<file path="src/core/osc_sel_cfg.svh">
/*
 * Constants of the internal oscillator clock selector: register offsets,
 * field positions, reset values and switch timing.
 * Assumes a 20 MHz system clock; times are in nanoseconds.
 */
`ifndef OSC_SEL_CFG_SVH
`define OSC_SEL_CFG_SVH

`define ADR_CTRL       3'h0
`define ADR_STATUS     3'h1
`define ADR_INT_STS    3'h2
`define ADR_INT_CLR    3'h3
`define ADR_INT_EN     3'h4

`define CTRL_PLL_BIT   7
`define CTRL_FREQ_MSB  6
`define CTRL_FREQ_LSB  3
`define CTRL_SCS_MSB   1
`define CTRL_SCS_LSB   0
`define STS_PLL_BIT    6
`define STS_HFR_BIT    4
`define STS_LFR_BIT    1
`define STS_HFS_BIT    0

`define FREQ_RST       4'h7
`define SCS_RST        2'h0
`define CFG_INT        2'h0

`define INT_DONE_BIT   0
`define INT_PLL_BIT    1
`define INT_HFS_BIT    2

`define CLK_PERIOD_NS  50
`define HF_START_NS    2000
`define PLL_START_NS   2000000
`define EC_START_CYC   2
`define HF_START_CYC   ((`HF_START_NS + `CLK_PERIOD_NS - 1) / `CLK_PERIOD_NS)
`define PLL_START_CYC  ((`PLL_START_NS + `CLK_PERIOD_NS - 1) / `CLK_PERIOD_NS)

`endif

</file>
<file path="src/core/osc_sel_pkg.sv">
/*
 * Types of the internal oscillator clock selector.
 * Assumes nothing beyond a SystemVerilog tool.
 */
package osc_sel_pkg;

  typedef enum logic [2:0] {
    SRC_EXT,
    SRC_LF,
    SRC_MF,
    SRC_HF,
    SRC_PLL
  } clk_src_t;

  typedef struct packed {
    clk_src_t   src;
    logic [3:0] freq_select;
    logic [1:0] ext_power;
  } clk_sel_t;

  typedef struct packed {
    logic       pll_enable;
    logic [3:0] freq_select;
    logic [1:0] clk_source_select;
  } ctrl_t;

  typedef struct packed {
    logic pll;
    logic hf_ready;
    logic lf_ready;
    logic hf_stable;
  } osc_ind_t;

  typedef enum logic [1:0] {
    SW_IDLE,
    SW_STARTUP,
    SW_WAIT_FALL
  } sw_state_t;

endpackage

</file>
<file path="src/core/osc_clock_select.sv">
/*
 * Internal oscillator clock selector: control and status registers, the
 * source and frequency decode, and the start-up-then-falling-edge handover.
 * Assumes the analog oscillators, PLL and glitch-free mux sit outside;
 * CLK_FALL is a one-cycle pulse per falling edge of the current system clock.
 */
`include "osc_sel_cfg.svh"
`timescale 1ns/1ps
`default_nettype none

module osc_clock_select
  import osc_sel_pkg::*;
#(
  parameter int unsigned CNT_W         = 16,
  parameter int unsigned PLL_DELAY_CYC = `PLL_START_CYC
) (
  input  wire  logic                  SYS_CLK,
  input  wire  logic                  RSTN,
  input  wire  logic [2:0]            ADDR,
  input  wire  logic [7:0]            WDATA,
  input  wire  logic                  WR,
  input  wire  logic                  RD,
  output logic       [7:0]            RDATA,
  input  wire  logic [1:0]            CFG_OSC_SEL,
  input  wire  osc_sel_pkg::osc_ind_t OSC_IND,
  input  wire  logic                  CLK_FALL,
  output osc_sel_pkg::clk_sel_t       CLK_SEL,
  output logic                        HF_EN,
  output logic                        LF_EN,
  output logic                        PLL_ON,
  output logic                        SWITCHING,
  output logic                        IRQ
);
  import osc_sel_pkg::*;

  localparam logic [CNT_W-1:0] HF_CYC  = CNT_W'(`HF_START_CYC);
  localparam logic [CNT_W-1:0] EC_CYC  = CNT_W'(`EC_START_CYC);
  localparam logic [CNT_W-1:0] PLL_CYC = CNT_W'(PLL_DELAY_CYC);

  typedef struct packed {
    ctrl_t            ctrl;
    osc_ind_t         sync1;
    osc_ind_t         sync2;
    osc_ind_t         prev;
    sw_state_t        state;
    clk_sel_t         active;
    clk_sel_t         target;
    logic [CNT_W-1:0] cnt;
    logic [2:0]       int_sts;
    logic [2:0]       int_en;
    logic [7:0]       rdata;
    logic             hf_en;
    logic             lf_en;
    logic             pll_on;
    logic             switching;
    logic             irq;
  } state_t;

  state_t s_q;
  state_t s_d;

  //////////////////////////////////////////////////////////////////////////////
  // decode

  // oscillator behind a frequency code; upper duplicates stay on hf
  function automatic clk_src_t freq_src(input logic [3:0] f);
    if (f[3]) begin
      return SRC_HF;
    end else if (f[2:1] == 2'h0) begin
      return SRC_LF;
    end else begin
      return SRC_MF;
    end
  endfunction

  // requested selection from the control bits and the configuration default
  function automatic clk_sel_t want_sel(input ctrl_t c, input logic [1:0] cfg);
    clk_sel_t r;
    r.freq_select = c.freq_select;
    r.ext_power   = cfg;
    if (!c.clk_source_select[1] && cfg != `CFG_INT) begin
      r.src = SRC_EXT;
    end else if (!c.clk_source_select[1] && c.pll_enable) begin
      r.src = SRC_PLL;
    end else begin
      r.src = freq_src(c.freq_select);
    end
    return r;
  endfunction

  function automatic logic uses_hf(input clk_src_t x);
    return (x == SRC_HF) || (x == SRC_MF) || (x == SRC_PLL);
  endfunction

  //////////////////////////////////////////////////////////////////////////////
  // next state

  clk_sel_t want;
  logic     done;
  logic     ev_pll;
  logic     ev_hfs;

  always_comb begin
    s_d    = s_q;
    want   = want_sel(s_q.ctrl, CFG_OSC_SEL);
    done   = 1'b0;
    // raw indications are asynchronous; only sync2 and its one-cycle-delayed copy prev are looked at
    s_d.sync1 = OSC_IND;
    s_d.sync2 = s_q.sync1;
    s_d.prev  = s_q.sync2;
    ev_pll = s_q.sync2.pll & ~s_q.prev.pll;
    ev_hfs = s_q.sync2.hf_stable & ~s_q.prev.hf_stable;

    if (WR && ADDR == `ADR_CTRL) begin
      s_d.ctrl.pll_enable        = WDATA[`CTRL_PLL_BIT];
      s_d.ctrl.freq_select       = WDATA[`CTRL_FREQ_MSB:`CTRL_FREQ_LSB];
      s_d.ctrl.clk_source_select = WDATA[`CTRL_SCS_MSB:`CTRL_SCS_LSB];
    end
    if (WR && ADDR == `ADR_INT_EN) begin
      s_d.int_en = WDATA[2:0];
    end

    case (s_q.state)
      SW_IDLE: begin
        if (want != s_q.active) begin
          s_d.target = want;
          s_d.cnt    = '0;
          if (want.src == s_q.active.src) begin
            s_d.state = SW_WAIT_FALL;
          end else begin
            s_d.state = SW_STARTUP;
            case (want.src)
              SRC_HF, SRC_MF: s_d.cnt = s_q.sync2.hf_ready ? '0 : HF_CYC;
              SRC_EXT:        s_d.cnt = EC_CYC;
              SRC_PLL:        s_d.cnt = PLL_CYC;
              default:        s_d.cnt = '0;
            endcase
          end
        end
      end
      SW_STARTUP: begin
        if (s_q.cnt != '0) begin
          s_d.cnt = s_q.cnt - CNT_W'(1);
        end else if (s_q.target.src != SRC_LF || s_q.sync2.lf_ready) begin
          s_d.state = SW_WAIT_FALL;
        end
      end
      SW_WAIT_FALL: begin
        if (CLK_FALL) begin
          s_d.active = s_q.target;
          s_d.state  = SW_IDLE;
          done       = 1'b1;
        end
      end
      default: begin
        s_d.state = SW_IDLE;
      end
    endcase

    // oscillators run while in use or while being switched to
    s_d.hf_en  = uses_hf(s_d.active.src) ||
                 (s_d.state != SW_IDLE && uses_hf(s_d.target.src));
    s_d.lf_en  = (s_d.active.src == SRC_LF) ||
                 (s_d.state != SW_IDLE && s_d.target.src == SRC_LF);
    s_d.pll_on    = s_d.ctrl.pll_enable;
    s_d.switching = (s_d.state != SW_IDLE);

    // clear first so that a same-cycle event survives
    if (WR && ADDR == `ADR_INT_CLR) begin
      s_d.int_sts = s_q.int_sts & ~WDATA[2:0];
    end
    if (done) begin
      s_d.int_sts[`INT_DONE_BIT] = 1'b1;
    end
    if (ev_pll) begin
      s_d.int_sts[`INT_PLL_BIT] = 1'b1;
    end
    if (ev_hfs) begin
      s_d.int_sts[`INT_HFS_BIT] = 1'b1;
    end
    s_d.irq = |(s_d.int_sts & s_d.int_en);

    s_d.rdata = 8'h00;
    if (RD) begin
      if (ADDR == `ADR_CTRL) begin
        s_d.rdata = {s_q.ctrl.pll_enable, s_q.ctrl.freq_select, 1'b0,
                     s_q.ctrl.clk_source_select};
      end else if (ADDR == `ADR_STATUS) begin
        s_d.rdata[`STS_PLL_BIT] = s_q.sync2.pll;
        s_d.rdata[`STS_HFR_BIT] = s_q.sync2.hf_ready;
        s_d.rdata[`STS_LFR_BIT] = s_q.sync2.lf_ready;
        s_d.rdata[`STS_HFS_BIT] = s_q.sync2.hf_stable;
      end else if (ADDR == `ADR_INT_STS) begin
        s_d.rdata = {5'h00, s_q.int_sts};
      end else if (ADDR == `ADR_INT_EN) begin
        s_d.rdata = {5'h00, s_q.int_en};
      end else begin
        s_d.rdata = 8'h00;
      end
    end
  end

  //////////////////////////////////////////////////////////////////////////////
  // registers

  always_ff @(posedge SYS_CLK or negedge RSTN) begin
    if (!RSTN) begin
      s_q                        <= '0;
      s_q.ctrl.freq_select       <= `FREQ_RST;
      s_q.ctrl.clk_source_select <= `SCS_RST;
      s_q.state                  <= SW_IDLE;
      s_q.active.src             <= SRC_EXT;
      s_q.target.src             <= SRC_EXT;
    end else begin
      s_q <= s_d;
    end
  end

  assign RDATA     = s_q.rdata;
  assign CLK_SEL   = s_q.active;
  assign HF_EN     = s_q.hf_en;
  assign LF_EN     = s_q.lf_en;
  assign PLL_ON    = s_q.pll_on;
  assign SWITCHING = s_q.switching;
  assign IRQ       = s_q.irq;
endmodule

`default_nettype wire

</file>
<file path="config.mk">
export PLATFORM = sky130hd
export DESIGN_NAME = osc_clock_select
export DESIGN_NICKNAME = d
export VERILOG_FILES = /design/src/core/osc_sel_pkg.sv /design/src/core/osc_clock_select.sv
export VERILOG_INCLUDE_DIRS = /design/src /design/src/core
export SDC_FILE = /design/constraint.sdc
export NUM_CORES = 1
export LEC_CHECK = 0
export BUFFER_PORTS_ARGS = -buffer_cell sky130_fd_sc_hd__buf_2
export CORE_ASPECT_RATIO = 0.75
export CORE_UTILIZATION = 45
export CTS_CLUSTER_DIAMETER = 200
export DETAILED_ROUTE_END_ITERATION = 12
export PLACE_DENSITY = 0.76
export REMOVE_ABC_BUFFERS = 1
export SYNTH_ARGS = -nofsm -noshare
export SYNTH_HDL_FRONTEND = slang
export SYNTH_SLANG_ARGS = --single-unit
</file>
<file path="constraint.sdc">
create_clock -name SYS_CLK -period 2.7 [get_ports SYS_CLK]
set_input_delay 0.135 -clock SYS_CLK [delete_from_list [all_inputs] [get_ports SYS_CLK]]
set_output_delay 0.135 -clock SYS_CLK [all_outputs]
set_load 0.01 [all_outputs]
</file>
==> reports/results.txt <==
Overall Global Routing Usage: 20.07%
CTS sink count: 71
DR pass1 iterations: 4
Dpl ws: 0.5299 ns
Max_slew headroom: 51.39%
CP top delay family: simple AND/OR/NAND/NOR gates
GR Overflow Total: 0
Clock skew: 0.006286 ns
YS warnings: 0
Final period utilization: 82.11%
Crit-path cells: inv_1 -> ha_1 -> nor3b_1 -> nand2_1 -> or4_1 -> nor2_1 -> xnor2_1 -> nor2_1
Async S/R FF share, synth: 100.0%
Synthesized instance count: 307
Worst slew pin tran: 0.7291 ns
Crit start category: flop
Gpl congestion: 0.8555
Root buf cell: clkbuf_8
Multi-input logic area: 1448 µm²
Min Clock Period, post-route: 2.217 ns
Critical Path AT: 2.46 ns
Setup crit start: s_q[19]
I/O pin count: 44
Cts bufs inserted: 9
Port Buf Inserts: 43
Power Density: 1088 nW/µm²
Initial antenna violation count: 0
R2R Setup Slk: 0.48 ns
Vias: 2445
Worst EP required: 2.94 ns
Highest net fanout along the worst path: 5
Fin. max-slew vios: 0
Top-area cell type share of the netlist area: 49.96%
Most used cell, CP: nor2_1
Vias per inst: 5.338
Worst skew pair latency: 0.35 ns
Final Hold Viols: 0
Max Buffers Root-to-Sink: 2
EDFF count, synth: 0
Largest net degree at the start of global routing: 34
Critical Setup Path Class: flop to flop
Top cells by area, synth: dfrtp_1 50%, mux2_2 5.6%, buf_4 3.7%
Initial DRC Count: 161
Final worst slack: 0.4830 ns
Post-synthesis sequential area ratio: 52.28%
CTS clk-pin slew, worst paths: 0.08 ns
FMAX: 451.1 MHz
Core Rows: 27
Core area: 7331 µm²
Worst vdd ir: 0.5141 mV
Layout area overhead: 15.17%
Leak Pwr: 0.001804 µW
Setup TNS: 0 ns
Post-Synthesis Cell Area: 3406 µm²
Synth Area per Inst: 11.09 µm²
Final-layout fill cell count: 645
Hold Crit Class: primary input to flop
Endpoints failing setup: 0
First-pass GRT wire length: 11900 µm
Post-DP HPWL: 5100 µm
# nets final: 375
CP max stage cell: or4_1
Crit path capture type: flop
Final WL: 7011 µm
Routed Antenna Nets: 0
Initial Util: 46.46%
Register area: 1780 µm²
Wirelength per Cell: 15.31 µm
RSZ-0062 raised after global routing: no
Max Cap Violations: 0
Worst Min Path Start: WDATA[3]
R2R Path Start: s_q[19]
Synth area leader: dfrtp_1
Die area: 7924 µm²
CTS tree: built
Status: finished clean
Antenna diode count: 0
Synth Flop Type: dfrtp_1
DRC errors left: 0
Die W: 102.5 µm
Layout cells sized above 1: 27.17%
Netlist cell types: 59
H-tree depth: 3
Vias in the first global route: 2342
Slowest cell delay on critical path: 0.59 ns
CTS resizes: 0
Die Y: 77.34 µm
Yosys reg bits: 71
Worst path buffer plus inverter count: 1
[power breakdown]
group | internal, µW | switching [µW] | leakage, µW | total (µW)
clock | 485 | 408 | 0.000107 | 892
combinational | 727 | 948 | 0.000820 | 1680
sequential | 1390 | 313 | 0.000877 | 1700
[flip-flops by register name, indices dropped and copies added, names as in the netlist]
name       flops
CLK_SEL        9
HF_EN          1
IRQ            1
LF_EN          1
PLL_ON         1
RDATA          8
SWITCHING      1
s_d            8
s_q           41
[timing repair]
action / CTS / global route
endpoints found under the setup margin: 0 / 0
hold buffers: 7 / 0
buffers inserted: 0 / 0
hold endpoints to repair: 35 / 0
[kinds of logic (layout without fill, tap and decap cells)]
| family | Yosys count | after routing | share of synthesized area [%] |
|---|---|---|---|
| AOI/OAI and AO/OA | 55 | 55 | 11.54 |
| xor gates and xnor gates | 14 | 14 | 3.600 |
| adders and majority gates | 1 | 1 | 0.3673 |
| buffers and inverters | 28 | 78 | 5.216 |
| DFF | 71 | 71 | 52.28 |
| muxes | 29 | 29 | 9.368 |
| and+or+nand+nor | 109 | 109 | 17.63 |
[cell usage after synthesis, drive strengths merged (2+ instances only)]
| cell | number |
|---|---|
| nand2 | 28 |
| or4 | 3 |
| nand3 | 8 |
| a31oi | 3 |
| o211ai | 2 |
| a21o | 2 |
| nor4b | 2 |
| dfstp | 3 |
| a211oi | 3 |
| mux2i | 6 |
| nand2b | 8 |
| o32a | 2 |
| inv | 6 |
| xnor2 | 5 |
| nor3b | 2 |
| o21ai | 13 |
| dfrtp | 68 |
| nor2b | 3 |
| clkbuf | 3 |
| xor2 | 9 |
| a21oi | 14 |
| and2 | 3 |
| nor2 | 27 |
| mux2 | 23 |
| buf | 19 |
| or2 | 2 |
| nor4 | 10 |
| o32ai | 2 |
| nor3 | 4 |
| and3 | 2 |
| or3 | 4 |
| o22ai | 2 |
[through the flow]
step	total power (µW)	cells	util, %	instance area, µm²	hold WS, ns
2_1_floorplan	2826	285	-	3251	-0.1606
3_3_place_gp	3305	435	49.62	3637	0.2282
3_5_place_dp	3365	435	49.62	3637	0.2444
4_1_cts	4275	458	53.51	3923	0.005027
5_1_grt	4587	458	53.51	3923	0.01681
6_report	4268	458	53.51	3923	0.01730
[area by class of cell]
type / instances / share of cell area (%)
clock inverters: 5 / 1.627
clock buffers: 11 / 3.860
inverters: 6 / 0.5742
repair buffers: 56 / 8.421
flip-flops and latches: 71 / 45.39
well taps: 101 / 3.222
multi-input cells: 208 / 36.91
[placed cells by master (no fill, tap or decap), drive strengths merged, types with 4 or more instances in the layout]
cell and instances:
dfrtp 68, buf 49, nand2 28, nor2 27, mux2 23, a21oi 14
o21ai 13, clkbuf 11, nor4 10, xor2 9, nand3 8, nand2b 8
inv 8, dlygate4sd3 7, mux2i 6, xnor2 5, nor3 4, or3 4
[path summary, 6_finish.rpt]
path,depth (start not counted),to
max in group asynchronous,3,s_q[19]
hold / removal,2,s_q[69]
hold reg to reg,0,s_d[56]
setup reg to reg,8,s_q[27]
min in group asynchronous,2,SWITCHING
setup / recovery,8,s_q[27]
[metal layers]
metal,global-route usage [%],wire length (µm)
met4,7.571,135
met3,6.036,360
met1,30.54,3529
met2,26.47,2986
met5,0,0
Note: power is estimated with default switching activity, not from simulation.
